===== src/inc/pans_regs.svh =====
`ifndef PANS_REGS_SVH
`define PANS_REGS_SVH
// ----------------------------------------
// register offsets, per port block; irq status and mask only in the port 1 block
// ----------------------------------------
`define PANS_PORT_STRIDE 12'h100
`define PANS_PORT1_BASE 12'h100
// register index within a port block; byte address is four times it
`define PANS_IDX_ADVERT 8'h04
`define PANS_IDX_PARTNER 8'h05
`define PANS_IDX_EXPANSION 8'h06
`define PANS_IDX_NEXT_PAGE 8'h07
`define PANS_OFF_ADVERT 8'h10
`define PANS_OFF_PARTNER 8'h14
`define PANS_OFF_EXPANSION 8'h18
`define PANS_OFF_NEXT_PAGE 8'h1c
`define PANS_OFF_IRQ_STATUS 8'h40
`define PANS_OFF_IRQ_MASK 8'h44
// ----------------------------------------
// field positions
// ----------------------------------------
`define PANS_ADV_NEXT_PAGE 15
`define PANS_ADV_REMOTE_FAULT 13
`define PANS_LP_ACK 14
`define PANS_EXP_PD_FAULT 4
`define PANS_EXP_LP_NP_ABLE 3
`define PANS_EXP_NP_ABLE 2
`define PANS_EXP_PAGE_RX 1
`define PANS_EXP_LP_AN_ABLE 0
// ----------------------------------------
// reset values and write masks
// ----------------------------------------
`define PANS_ADV_RESET 16'h05e1
`define PANS_ADV_WMASK 16'hadff
`define PANS_NP_RESET 16'h2001
`define PANS_NP_WMASK 16'hb7ff
`endif


===== src/inc/pans_pkg.sv =====
package pans_pkg;
    typedef struct packed {
        logic page_valid;
        logic [15:0] page_word;
        logic parallel_fault;
        logic partner_an_able;
        logic toggle;
    } pans_phy_in_type;

    typedef struct packed {
        logic [15:0] advert;
        logic [15:0] next_page;
    } pans_phy_out_type;

    typedef enum logic [1:0] {
        PANS_IDLE = 2'b00,
        PANS_ACCESS = 2'b01
    } pans_state_type;

    typedef struct packed {
        pans_state_type state;
        logic [31:0] prdata;
        logic pready;
        logic pslverr;
        logic irq;
        logic [1:0][15:0] advert;
        logic [1:0][15:0] next_page;
        logic [1:0][15:0] partner;
        logic [1:0] partner_seen;
        logic [1:0] pd_fault;
        logic [1:0] page_rx;
        logic [1:0] lp_an_able;
        logic [1:0] toggle;
        logic [3:0] irq_status;
        logic [3:0] irq_mask;
        logic [1:0][2:0] sync_fault;
        logic [1:0][2:0] sync_able;
        logic [1:0] fault_q;
        logic [1:0] able_q;
    } pans_state_struct_type;
endpackage


===== src/logic/pans_regs_top.sv =====
// Implementation choice: the APB register port.
`timescale 1ns/1ps
`include "pans_regs.svh"
module pans_regs_top
    import pans_pkg::*;
(
    input wire logic pclk,
    input wire logic presetn,
    input wire logic clk_en,
    input wire logic psel,
    input wire logic penable,
    input wire logic pwrite,
    input wire logic [11:0] paddr,
    input wire logic [31:0] pwdata,
    output logic [31:0] prdata,
    output logic pready,
    output logic pslverr,
    output logic irq,
    input wire pans_phy_in_type phy_in [2],
    output pans_phy_out_type phy_out [2]
);
    pans_state_struct_type s;
    pans_state_struct_type next_s;

    // ----------------------------------------
    // address decode
    // ----------------------------------------
    function automatic logic [2:0] decode(input logic [11:0] a);
        logic [2:0] r;
        r = 3'h0;
        if (a[11:8] == 4'h1 || a[11:8] == 4'h2)
        begin
            r[2] = (a[11:8] == 4'h2);
            r[1:0] = 2'h3;
            if (a[7:0] == `PANS_OFF_ADVERT) r = {r[2], 2'h0};
            else if (a[7:0] == `PANS_OFF_PARTNER) r = {r[2], 2'h1};
            else if (a[7:0] == `PANS_OFF_EXPANSION) r = {r[2], 2'h2};
            else if (a[7:0] == `PANS_OFF_NEXT_PAGE) r = {r[2], 2'h3};
            else r = 3'h0;
        end
        return r;
    endfunction

    function automatic logic hit(input logic [11:0] a);
        return (a[11:8] == 4'h1 || a[11:8] == 4'h2) &&
            (a[7:0] == `PANS_OFF_ADVERT || a[7:0] == `PANS_OFF_PARTNER ||
             a[7:0] == `PANS_OFF_EXPANSION || a[7:0] == `PANS_OFF_NEXT_PAGE);
    endfunction

    function automatic logic [15:0] expansion(input pans_state_struct_type t, input int p);
        logic [15:0] e;
        e = 16'h0000;
        e[`PANS_EXP_PD_FAULT] = t.pd_fault[p];
        e[`PANS_EXP_LP_NP_ABLE] = t.partner[p][`PANS_ADV_NEXT_PAGE];
        e[`PANS_EXP_NP_ABLE] = t.advert[p][`PANS_ADV_NEXT_PAGE];
        e[`PANS_EXP_PAGE_RX] = t.page_rx[p];
        e[`PANS_EXP_LP_AN_ABLE] = t.lp_an_able[p];
        return e;
    endfunction

    logic [2:0] sel;
    logic is_irq_st;
    logic is_irq_mk;
    logic wr;
    logic rd;

    always_comb
    begin
        next_s = s;
        sel = decode(paddr);
        is_irq_st = (paddr == `PANS_PORT1_BASE + {4'h0, `PANS_OFF_IRQ_STATUS});
        is_irq_mk = (paddr == `PANS_PORT1_BASE + {4'h0, `PANS_OFF_IRQ_MASK});
        wr = 1'b0;
        rd = 1'b0;
        next_s.pready = 1'b0;
        next_s.pslverr = 1'b0;
        next_s.prdata = 32'h0000_0000;
        // ----------------------------------------
        // apb slave, one wait state
        // ----------------------------------------
        unique case (s.state)
            PANS_IDLE:
            begin
                if (psel && !penable)
                begin
                    next_s.state = PANS_ACCESS;
                end
            end
            PANS_ACCESS:
            begin
                if (psel && penable && !s.pready)
                begin
                    next_s.pready = 1'b1;
                    next_s.pslverr = !(hit(paddr) || is_irq_st || is_irq_mk);
                    wr = pwrite;
                    rd = !pwrite;
                end
                if (s.pready)
                begin
                    next_s.state = PANS_IDLE;
                end
            end
            default:
            begin
                next_s.state = PANS_IDLE;
            end
        endcase

        // ----------------------------------------
        // read data
        // ----------------------------------------
        if (rd)
        begin
            next_s.prdata = 32'h0000_0000;
            if (is_irq_st) next_s.prdata = {28'h0, s.irq_status};
            else if (is_irq_mk) next_s.prdata = {28'h0, s.irq_mask};
            else if (hit(paddr))
            begin
                unique case (sel[1:0])
                    2'h0: next_s.prdata = {16'h0, s.advert[sel[2]]};
                    2'h1: next_s.prdata = {16'h0, s.partner[sel[2]]};
                    2'h2: next_s.prdata = {16'h0, expansion(s, int'(sel[2]))};
                    2'h3: next_s.prdata = {16'h0, s.next_page[sel[2]][15:12],
                        s.toggle[sel[2]], s.next_page[sel[2]][10:0]};
                endcase
            end
        end

        // ----------------------------------------
        // per-port phy status
        // ----------------------------------------
        for (int p = 0; p < 2; p++)
        begin
            next_s.sync_fault[p] = {s.sync_fault[p][1:0], phy_in[p].parallel_fault};
            next_s.sync_able[p] = {s.sync_able[p][1:0], phy_in[p].partner_an_able};
            if (s.sync_fault[p][2] == s.sync_fault[p][1])
                next_s.fault_q[p] = s.sync_fault[p][2];
            if (s.sync_able[p][2] == s.sync_able[p][1])
                next_s.able_q[p] = s.sync_able[p][2];
            next_s.lp_an_able[p] = s.able_q[p];
            // clear-on-read of latched flags, the set wins
            if (rd && hit(paddr) && sel[1:0] == 2'h2 && int'(sel[2]) == p)
            begin
                next_s.pd_fault[p] = 1'b0;
                next_s.page_rx[p] = 1'b0;
            end
            if (s.fault_q[p])
            begin
                next_s.pd_fault[p] = 1'b1;
            end
            if (phy_in[p].page_valid)
            begin
                next_s.page_rx[p] = 1'b1;
                next_s.partner_seen[p] = 1'b1;
                next_s.toggle[p] = phy_in[p].toggle;
                next_s.partner[p] = phy_in[p].page_word;
                next_s.partner[p][`PANS_LP_ACK] = 1'b1;
            end
            if (wr && hit(paddr) && int'(sel[2]) == p)
            begin
                if (sel[1:0] == 2'h0)
                    next_s.advert[p] = (pwdata[15:0] & `PANS_ADV_WMASK) |
                        (s.advert[p] & ~`PANS_ADV_WMASK);
                if (sel[1:0] == 2'h3)
                    next_s.next_page[p] = (pwdata[15:0] & `PANS_NP_WMASK) |
                        (s.next_page[p] & ~`PANS_NP_WMASK);
            end
        end

        // ----------------------------------------
        // interrupts: page received, parallel fault
        // ----------------------------------------
        if (wr && is_irq_st) next_s.irq_status = s.irq_status & ~pwdata[3:0];
        if (wr && is_irq_mk) next_s.irq_mask = pwdata[3:0];
        for (int p = 0; p < 2; p++)
        begin
            if (phy_in[p].page_valid) next_s.irq_status[2 * p] = 1'b1;
            if (s.fault_q[p] && !s.pd_fault[p]) next_s.irq_status[2 * p + 1] = 1'b1;
        end
        next_s.irq = |(next_s.irq_status & s.irq_mask);
    end

    always_ff @(posedge pclk or negedge presetn)
    begin
        if (!presetn)
        begin
            s <= '0;
            s.state <= PANS_IDLE;
            s.advert <= {`PANS_ADV_RESET, `PANS_ADV_RESET};
            s.next_page <= {`PANS_NP_RESET, `PANS_NP_RESET};
        end
        else if (clk_en)
        begin
            s <= next_s;
        end
    end

    assign prdata = s.prdata;
    assign pready = s.pready;
    assign pslverr = s.pslverr;
    assign irq = s.irq;
    always_comb
    begin
        for (int p = 0; p < 2; p++)
        begin
            phy_out[p].advert = s.advert[p];
            phy_out[p].next_page = {s.next_page[p][15:12], s.toggle[p], s.next_page[p][10:0]};
        end
    end
endmodule


===== config.mk =====
export PLATFORM = sky130hd
export DESIGN_NAME = pans_regs_top
export DESIGN_NICKNAME = d
export VERILOG_FILES = /design/src/inc/pans_pkg.sv /design/src/logic/pans_regs_top.sv
export VERILOG_INCLUDE_DIRS = /design/src /design/src/inc
export SDC_FILE = /design/constraint.sdc
export NUM_CORES = 1
export LEC_CHECK = 0
export ABC_AREA = 1
export CAP_MARGIN = 10
export CELL_PAD_IN_SITES_DETAIL_PLACEMENT = 1
export CELL_PAD_IN_SITES_GLOBAL_PLACEMENT = 1
export CORE_UTILIZATION = 35
export DETAILED_ROUTE_END_ITERATION = 10
export DONT_BUFFER_PORTS = 1
export GPL_TIMING_DRIVEN = 0
export HOLD_SLACK_MARGIN = 0.12
export PLACE_DENSITY = 0.67
export SLEW_MARGIN = 20
export SYNTH_ARGS = -nofsm -noshare
export SYNTH_HDL_FRONTEND = slang
export SYNTH_SLANG_ARGS = --single-unit

===== constraint.sdc =====
create_clock -name pclk -period 1.5 [get_ports pclk]
set_input_delay 0.225 -clock pclk [delete_from_list [all_inputs] [get_ports pclk]]
set_output_delay 0.225 -clock pclk [all_outputs]
set_load 0.05 [all_outputs]

==> parameters.txt, run 1 <==
Parameter                              Value

Global route
  Antenna violations before repair    1
  Maximum number of pins on one net before global-route repair    139
  Total gr overflow    0
  Global-route wire length before repair    39600 um
  Total track usage    25.0%
  Via count of the first global-routing pass    ~6700

Routing
  Final Routed Wirelength    25900 um
  Remaining design rule violation count    0
  Iteration-0 DRC count of the detailed router    between 200 and 250
  Per-cell routed wire length    20.5 um
  Number of vias per cell    4.94
  Detailed-route via count    6253
  Number of iterations in the first detailed-routing pass    5
  Post-detailed-route count of antenna-violating nets    0

Logic synthesis
  Synthesized flop and latch total    138
  Synthesis warning total    0
  Cells after Synth    847
  Mapped cell area    0.00719 mm2
  Count of cell types in the netlist    35
  Avg Synthesized Cell Area    8.49 um2
  Sequential element share of the synthesized area    48.3%

Setup path
  Top fanout value on the critical path    7
  CP max stage cell    dfrtp_2
  Critical path capture point type    flop
  Worst r2r src    pready
  CP Data Required Time    1.86 ns
  Type of the worst setup path    reg -> reg
  Number of logic stages on the critical path including buffering    10
  Arrival time at the worst endpoint    ~2.2 ns
  Chain of cells forming the critical path    inv_2 -> nand3_4 -> buf_6 -> nor4_4 -> buf_4 -> nand3_4 -> buf_4 -> buf_16 -> nand2_1 -> o21ai_2
  Gate family responsible for the most delay along the worst path    buffers and inverters
  Critical path buffer and inverter count    5
  Worst Reg2Reg Path Length in Cells    10
  Worst reg2reg setup slack    -0.37 ns
  CP max stage delay    0.51 ns
  Endpoint of the most critical setup path    phy_out[55]
  CP Launch Type    flop
  Worst flop-to-flop path endpoint    phy_out[55]
  Startpoint of the most critical setup path    pready

Final layout
  Non-Filler Instances    1266
  Utilization of the core after routing    50.1%
  Fraction of final layout cells sized beyond drive strength 1    37.8%
  Fillers    between 2000 and 2500
  Count of nets after finishing    1073
  Area growth syn-to-layout    40.4%
  Final instance area    0.0101 mm2
  Diodes inserted    0

Placed design
  Post-Place Cell Area    0.00776 mm2
  Placed insts    1140
  Worst setup slack after placement    -0.650 ns
  Port Buf Inserts    0
  Gpl congestion    between 0.8 and 0.9
  DP HPWL    16500 um

STA
  Fraction of the cycle the final worst path needs    124%
  RSZ-0062 raised after global routing    yes
  Final Critical Period    1.87 ns
  Final count of hold timing violations    138
  Final setup skew    0.00885 ns
  Setup slack of the critical path after layout    -0.366 ns
  Final setup violating endpoints    81
  Min Hold Slack    -0.511 ns
  Max Clk Rate    roughly 540 MHz
  Tightest Pin Transition    0.819 ns
  Number of pins exceeding their max-slew limit in the final report    0
  Slew HR    45.1%

Die
  Cell Rows    52
  Die X    145 um
  Die Y-Extent    between 100 and 150 um
  Starting utilization of the core area    35.7%
  I/O pin count    189
  Die footprint    around 0.021 mm2
  Area of the core    0.0202 mm2

CTS
  Source-to-sink clock delay at the later pin of the worst-skew pair    between 0.4 and 0.5 ns
  Max H-tree Level    4
  Post-CTS clock slew at the launch and capture registers of the worst setup and hold paths    approximately 0.06 ns
  Root buffer cell    clkbuf_16
  CTS sink cnt    138
  CTS tree    built
  Number of buffers on the longest clock path    2
  Total clock buffers created by CTS    17

Power
  Total leakage power    around 4.8 nW
  Worst vdd rail ir drop    0.694 mV
  Power density over the cells    ~970 mW/mm2

Outcome
  Failing checks    hold timing, setup timing
  Run status    finished, violations left

Min path
  Worst hold path type    in -> async

Flow run
  Count of max-cap constraint violations    0
[report_power, final]
group	leakage [nW]	internal, mW	switching (mW)
combinational	2.77	0.418	0.624
clock	0.309	2.85	1.73
sequential	1.71	3.95	0.175
[worst register-to-register path, stage by stage (launching register included)]
cell,delay (ns)
dfrtp_2,0.51
inv_2,0.12
nand3_4,0.12
buf_6,0.15
nor4_4,0.11
buf_4,0.18
nand3_4,0.15
buf_4,0.21
buf_16,0.13
nand2_1,0.07
o21ai_2,0.05
[stage by stage]
stage / hold WS (ns) / total power, mW / TNS, ns
floorplan: -0.0706 / 4.78 / -2.29
global placement: -0.0641 / 4.94 / -33.93
detailed placement: -0.0635 / 4.97 / -34.97
CTS: -0.530 / 9.77 / -21.61
global route: -0.531 / 10.1 / -27.72
finish: -0.511 / 9.75 / -22.38
[layout make-up]
cell class / instances / area (um2) / area share [%]
Buffer: 126 / 981 / 9.72
Clock buffer: 19 / 443 / 4.39
Clock inverter: 13 / 190 / 1.88
Inverter: 70 / 273 / 2.70
Multi-Input combinational cell: 535 / 3290 / 32.6
Sequential cell: 138 / 3470 / 34.4
Tap cell: 270 / 338 / 3.35
Timing Repair Buffer: 95 / 1110 / 11.0
[registers in the layout (all words and copies together), names as in the netlist]
| signal | count |
|---|---|
| phy_out | 56 |
| pslverr | 1 |
| prdata | 16 |
| pready | 1 |
| irq | 1 |
| s | 53 |
| next_s | 10 |
[worst min-delay path by stage]
stage,startpoint,to,slack (ns),cells past startpoint
after global routing,presetn,phy_out[33],-0.53,0
after detailed placement,presetn,prdata[3],-0.06,0
final,presetn,prdata[1],-0.51,0
after CTS,presetn,prdata[3],-0.53,0
after global placement,presetn,irq,-0.06,0
after floorplan,presetn,irq,-0.07,0
[routing by layer]
metal | track usage (%) | up-vias | share of wire [%]
met4 | 11.1 | 0 | 2.8
met1 | 31.2 | 3151 | 42
li1 | - | 2886 | -
met3 | 4.42 | 39 | 4.1
met2 | 42.5 | 177 | 51
met5 | 0 | - | 0
[cell usage in the layout (no fill, tap or decap), types with 16 or more instances in the layout]
| master | netlist | layout |
|---|---|---|
| buf_4 | 98 | 108 |
| mux2_2 | 25 | 25 |
| nand3_1 | 32 | 26 |
| clkbuf_16 | 0 | 20 |
| nor2_1 | 53 | 43 |
| conb_1 | 1 | 24 |
| nor2_4 | 3 | 16 |
| buf_6 | 0 | 20 |
| dfstp_2 | 16 | 16 |
| o21ai_2 | 10 | 43 |
| o211ai_1 | 16 | 16 |
| nand2_1 | 224 | 173 |
| inv_1 | 67 | 64 |
| dlygate4sd3_1 | 0 | 55 |
| o21ai_1 | 38 | 26 |
| dfrtp_1 | 122 | 121 |
| nand2_4 | 1 | 23 |
| o21ai_0 | 59 | 37 |
| nand2_2 | 3 | 30 |
[repair_timing]
item                                    4_1_cts  5_1_grt
resized for setup                           114       96
cloned                                        7        1
setup buffers                                25        8
endpoints found under the hold margin       230      139
hold buffers                                 54        1
endpoints found under the setup margin       83       93
pin swaps                                    16       21
[Yosys cell counts (all sizes together)]
| master | number | area [um2] |
|---|---|---|
| nand2 | 228 | 871 |
| dfrtp | 122 | 3050 |
| buf | 113 | 811 |
| o21ai | 107 | 573 |
| inv | 70 | 263 |
| nor2 | 61 | 264 |
| nand3 | 34 | 188 |
| mux2 | 25 | 282 |
| dfstp | 16 | 420 |
| o211ai | 16 | 120 |
| clkbuf | 14 | 52.6 |
| a21oi | 13 | 65.1 |
| or2 | 6 | 37.5 |
| nor3 | 5 | 40.0 |
| o21bai | 4 | 30.0 |
| o22ai | 4 | 25.0 |
| nor4 | 3 | 40.0 |
| o21a | 2 | 15.0 |
| conb | 1 | 3.75 |
| nand4 | 1 | 21.3 |
| o31ai | 1 | 7.51 |
| o41ai | 1 | 8.76 |
[cell families (layout without fill, tap and decap cells)]
logic type             after synthesis  in the layout  synth area share [%]
DFF                                138            138                  48.3
muxes                               25             25                  3.92
other                                1             24                0.0522
AOI/OAI and AO/OA                  148            148                  11.7
and+or+nand+nor                    338            338                  20.3
buffers and inverters              197            323                  15.7
No activity file was read; power rests on OpenSTA's default activity.
==> run 2, diff against run 1 <==
--- a/config.mk
+++ b/config.mk
@@ -10,6 +10,7 @@
 export CAP_MARGIN = 10
 export CELL_PAD_IN_SITES_DETAIL_PLACEMENT = 1
 export CELL_PAD_IN_SITES_GLOBAL_PLACEMENT = 1
+export CORE_MARGIN = 10
 export CORE_UTILIZATION = 35
 export DETAILED_ROUTE_END_ITERATION = 10
 export DONT_BUFFER_PORTS = 1
==> run 2 against run 1 <==
  * The flow still finishes with violations (hold timing, setup timing)
  * Largest cell class unchanged
  * Cell count decreased by 0.39%
  * Highest routed layer unchanged
  * Global-route usage decreased by 5.1 points
  * Utilization decreased by 0.61 points
  * Maximum frequency decreased by 1.1%
==> parameters.txt, run 2 (synthesized netlist as in run 1, its figures left out) <==
Parameter                              Value

STA
  Final count of hold timing violations    138
  Number of pins exceeding their max-slew limit in the final report    0
  Final setup violating endpoints    84
  Final Critical Period    1.89 ns
  Slew HR    46.6%
  Tightest Pin Transition    0.796 ns
  Summed negative setup slack over all endpoints    -24.30 ns
  Max Clk Rate    530 MHz
  Min Hold Slack    -0.511 ns
  RSZ-0062 raised after global routing    yes
  Setup slack of the critical path after layout    -0.386 ns
  Fraction of the cycle the final worst path needs    126%
  Final setup skew    0.0132 ns

Routing
  Final Routed Wirelength    27300 um
  Met3 wire len    ~1400 um
  Number of iterations in the first detailed-routing pass    4
  Iteration-0 DRC count of the detailed router    311
  Number of vias per cell    4.90
  Per-cell routed wire length    21.6 um
  Detailed-route via count    6179
  Met2 Routed Length    14000 um
  Routed metal-1 wirelength    roughly 11000 um
  Post-detailed-route count of antenna-violating nets    0
  Top routing layer used    met4
  Remaining design rule violation count    0

Die
  I/O pin count    189
  Starting utilization of the core area    about 36%
  Area of the core    0.0202 mm2
  Cell Rows    52
  Die X    between 150 and 200 um
  Die footprint    0.0267 mm2
  Die Y-Extent    163 um

CTS
  CTS tree    built
  Max H-tree Level    4
  Source-to-sink clock delay at the later pin of the worst-skew pair    0.43 ns
  Number of buffers on the longest clock path    2
  Post-CTS clock slew at the launch and capture registers of the worst setup and hold paths    about 0.060 ns
  Root buffer cell    clkbuf_16
  Total clock buffers created by CTS    17
  CTS sink cnt    138

Power
  Worst vdd rail ir drop    0.585 mV
  PnR Total Power    9.51 mW
  Total leakage power    4.78 nW
  Power density over the cells    950 mW/mm2

Global route
  Global-route wire length before repair    40200 um
  Via count of the first global-routing pass    roughly 6800
  Antenna violations before repair    0
  Total gr overflow    0
  Total track usage    19.9%
  Maximum number of pins on one net before global-route repair    139

Setup path
  CP Launch Type    flop
  Critical path capture point type    flop
  Arrival time at the worst endpoint    approximately 2.2 ns
  Top fanout value on the critical path    6
  Type of the worst setup path    reg -> reg
  Worst Reg2Reg Path Length in Cells    9
  Worst reg2reg setup slack    -0.39 ns
  Worst r2r src    pready
  Worst flop-to-flop path endpoint    phy_out[4]
  CP Data Required Time    1.80 ns

Final layout
  Leading cell types in the layout, fill and taps excluded    nand2_1 (158), dfrtp_1 (121), buf_4 (104)
  Area growth syn-to-layout    39.2%
  Fraction of final layout cells sized beyond drive strength 1    approximately 40%
  Most frequent standard cell in the layout excluding fill and tap cells    nand2_1
  Count of nets after finishing    1069
  Fillers    roughly 2300
  Max FFs per register    56
  Utilization of the core after routing    49.4%
  Non-Filler Instances    1261
  Diodes inserted    0

Outcome
  Failing checks    hold timing, setup timing
  Run status    finished, violations left

Placed design
  Worst setup slack after placement    -0.618 ns
  Gpl congestion    0.836
  Port Buf Inserts    0
  Placed insts    1140
  DP HPWL    18000 um

Flow run
  Count of max-cap constraint violations    0

Min path
  Worst hold path type    in -> async
[run 2: layout make-up]
type	count	area (um2)	area share, %
Buffer	127	987	9.87
Sequential cell	138	3470	34.7
Timing Repair Buffer	89	1010	10.1
Tap cell	270	338	3.38
Clock buffer	20	447	4.46
Clock inverter	11	146	1.46
Inverter	70	270	2.70
Multi-Input combinational cell	536	3330	33.3
[run 2: metal layers]
layer / GRT usage, % / up-vias
met1: 23.5 / 3115
met4: 5.98 / 0
met2: 34.2 / 157
met5: 0 / -
met3: 5.41 / 26
li1: - / 2881
[run 2: metrics by stage]
step	instance area [um2]	hold slack, ns
after CTS	9560	-0.525
final	10000	-0.511
after detailed placement	7760	-0.0627
after global routing	10000	-0.534
after global placement	7760	-0.0624
after floorplan	7420	-0.0706
[run 2: power by group]
group          internal (mW)  switching, mW  total, mW
Clock                   2.65           1.66       4.31
Sequential              3.96          0.179       4.13
Combinational          0.426          0.633       1.06
Total                   7.03           2.48       9.51
[run 2: critical path: stages (launching register included)]
cell and delay [ns]:
dfrtp_2 0.52, inv_2 0.12, nand3_4 0.12, nor2_4 0.14, nand2_4 0.09, nor3_4 0.25, nand2_4 0.19, buf_6 0.20
nand2_2 0.06, o21ai_1 0.07
[run 2: how the worst max path moves through the flow]
stage,start,cells after the start,to
2_1_floorplan,pready,10,irq
3_3_place_gp,paddr[2],11,prdata[3]
3_5_place_dp,pready,11,prdata[11]
4_1_cts,pready,9,phy_out[4]
5_1_grt,pready,9,phy_out[8]
6_report,pready,9,phy_out[4]
[run 2: timing repair]
item | 4_1_cts | 5_1_grt
pin swaps | 12 | 20
resized for setup | 112 | 107
endpoints found under the hold margin | 226 | 140
setup buffers | 23 | 8
cloned | 4 | 4
hold buffers | 53 | 1
endpoints found under the setup margin | 83 | 94
==> run 3, diff against run 2 <==
==> constraint.sdc (replaced) <==
create_clock -name pclk -period 1.7 [get_ports pclk]
set_input_delay 0.255 -clock pclk [delete_from_list [all_inputs] [get_ports pclk]]
set_output_delay 0.255 -clock pclk [all_outputs]
set_load 0.05 [all_outputs]
==> run 3 against run 2 <==
  * The run still ends with hold timing, setup timing left
  * Utilization is 2.0 points lower
  * Critical path depth stayed put
  * Clock skew is 0.0052 ns lower
  * Global-route usage is 0.38 points lower
  * Highest routed layer unchanged
==> parameters.txt, run 3 (synthesized netlist as in run 1, its figures left out) <==
Parameter                              Value

Power
  Worst vdd rail ir drop    around 0.74 mV
  Power share of the combinational group    10.1%
  PnR Total Power    8.42 mW
  Clock network fraction of design power    46.5%
  Sequential cell fraction of total power    43.3%
  Net switching power of the design    2.20 mW
  Total leakage power    ~4.6 nW
  Power density over the cells    a little under 900 mW/mm2
  Sw frac    a little over a quarter
  Internal power    ~6.2 mW

CTS
  CTS sink cnt    138
  Total clock buffers created by CTS    17
  Post-CTS clock slew at the launch and capture registers of the worst setup and hold paths    roughly 0.060 ns
  Root buffer cell    clkbuf_16
  Hold-fix buffers at CTS    51
  Max H-tree Level    4
  CTS tree    built
  Number of buffers on the longest clock path    2
  Source-to-sink clock delay at the later pin of the worst-skew pair    0.42 ns

STA
  Final setup skew    0.00801 ns
  Number of pins exceeding their max-slew limit in the final report    0
  Min Hold Slack    -0.481 ns
  Final setup violating endpoints    between 60 and 70
  Fraction of the cycle the final worst path needs    109%
  Setup slack of the critical path after layout    -0.148 ns
  Slew HR    41.1%
  Max Clk Rate    541 MHz
  RSZ-0062 raised after global routing    yes
  Tightest Pin Transition    0.884 ns
  Final count of hold timing violations    138
  Final Critical Period    1.85 ns

Die
  Die X    between 150 and 200 um
  Starting utilization of the core area    between 30% and 40%
  Die Y-Extent    163 um
  Area of the core    0.0202 mm2
  Die footprint    0.0267 mm2
  Cell Rows    52
  I/O pin count    189

Routing
  Final Routed Wirelength    roughly 26000 um
  Remaining design rule violation count    0
  Iteration-0 DRC count of the detailed router    roughly 350
  Number of iterations in the first detailed-routing pass    4
  Detailed-route via count    between 6000 and 7000
  Post-detailed-route count of antenna-violating nets    0
  Per-cell routed wire length    21.0 um
  Number of vias per cell    4.88

Setup path
  Top fanout value on the critical path    4
  Worst flop-to-flop path endpoint    phy_out[2]
  Critical path capture point type    flop
  CP Launch Type    flop
  Type of the worst setup path    reg -> reg
  Arrival time at the worst endpoint    ~2.2 ns
  Worst r2r src    pready
  CP Data Required Time    about 2.0 ns
  Worst Reg2Reg Path Length in Cells    9
  Worst reg2reg setup slack    -0.15 ns

Global route
  Maximum number of pins on one net before global-route repair    between 100 and 150
  Antenna violations before repair    1
  Global-route wire length before repair    39500 um
  Via count of the first global-routing pass    6605
  Total track usage    19.5%
  Total gr overflow    0

Final layout
  Utilization of the core after routing    47.5%
  Non-Filler Instances    1248
  Most frequent standard cell in the layout excluding fill and tap cells    nand2_1
  Max FFs per register    56
  Fillers    2358
  Diodes inserted    0
  Leading cell types in the layout, fill and taps excluded    nand2_1 (187), dfrtp_1 (121), buf_4 (105)
  Area used by sequential logic in the layout    0.00347 mm2
  Area growth syn-to-layout    33.7%
  Fraction of final layout cells sized beyond drive strength 1    between 30% and 40%
  Total area of multi-input combinational cells    0.00311 mm2
  Count of nets after finishing    ~1100

Placed design
  Worst setup slack after placement    -0.661 ns
  Placed insts    between 1000 and 1500
  DP HPWL    between 15000 and 20000 um
  Gpl congestion    between 0.8 and 0.9
  Port Buf Inserts    0

Outcome
  Failing checks    hold timing, setup timing
  Run status    finished, violations left

Flow run
  Count of max-cap constraint violations    0

Min path
  Worst hold path type    in -> async
==> run 3: worst max-delay path by stage <==
stage,startpoint,endpoint,depth (start not counted)
final,pready,phy_out[2],9
after global routing,pready,prdata[11],11
after CTS,pready,prdata[5],11
after detailed placement,pready,prdata[5],11
after global placement,pready,prdata[13],11
after floorplan,pready,irq,10
==> run 3: area by class of cell <==
type / count / area share, %
timing repair buffer: 76 / 8.71
buffer: 127 / 10.1
clock inverter: 13 / 1.72
tap: 270 / 3.52
clock buffer: 19 / 4.71
multi-input combinational: 535 / 32.4
sequential: 138 / 36.2
inverter: 70 / 2.76
==> run 3: metrics by stage <==
step	cell area [um2]	setup TNS, ns
after global routing	9610	-13.09
after global placement	7630	-32.60
after detailed placement	7630	-34.79
final	9610	-7.12
after CTS	9330	-6.09
after floorplan	7290	0
==> run 3: worst max-delay path, stage by stage (launching register included) <==
cell and delay, ns:
dfrtp_2 0.52, inv_2 0.12, nand3_4 0.13, nor2_4 0.16, nand2_4 0.09, nor3_4 0.25, nand2_4 0.14, buf_4 0.18
nand2_1 0.05, o21ai_1 0.06
==> run 3: routing by layer <==
| layer | share of wire (%) | track usage (%) | vias to the layer above |
|---|---|---|---|
| met3 | 6.1 | 6.14 | 26 |
| li1 | - | - | 2858 |
| met4 | 2.0 | 6.07 | 0 |
| met5 | 0 | 0 | - |
| met1 | 42 | 23.6 | 3055 |
| met2 | 50 | 32.2 | 146 |
==> run 3: power groups by stage <==
stage | sequential (mW) | clock, mW | combinational [mW]
5_1_grt | 3.67 | 4.12 | 0.931
3_3_place_gp | 3.69 | 0 | 0.655
6_report | 3.65 | 3.92 | 0.852
2_1_floorplan | 3.65 | 0 | 0.550
3_5_place_dp | 3.70 | 0 | 0.670
4_1_cts | 3.64 | 3.99 | 0.831
==> run 3: timing repair <==
| item | CTS | global route |
|---|---|---|
| endpoints found under the setup margin | 81 | 77 |
| buffers inserted | 17 | 5 |
| hold endpoints to repair | 217 | 138 |
| cloned | 4 | 0 |
| resized for setup | 102 | 69 |
| pin swaps | 14 | 18 |
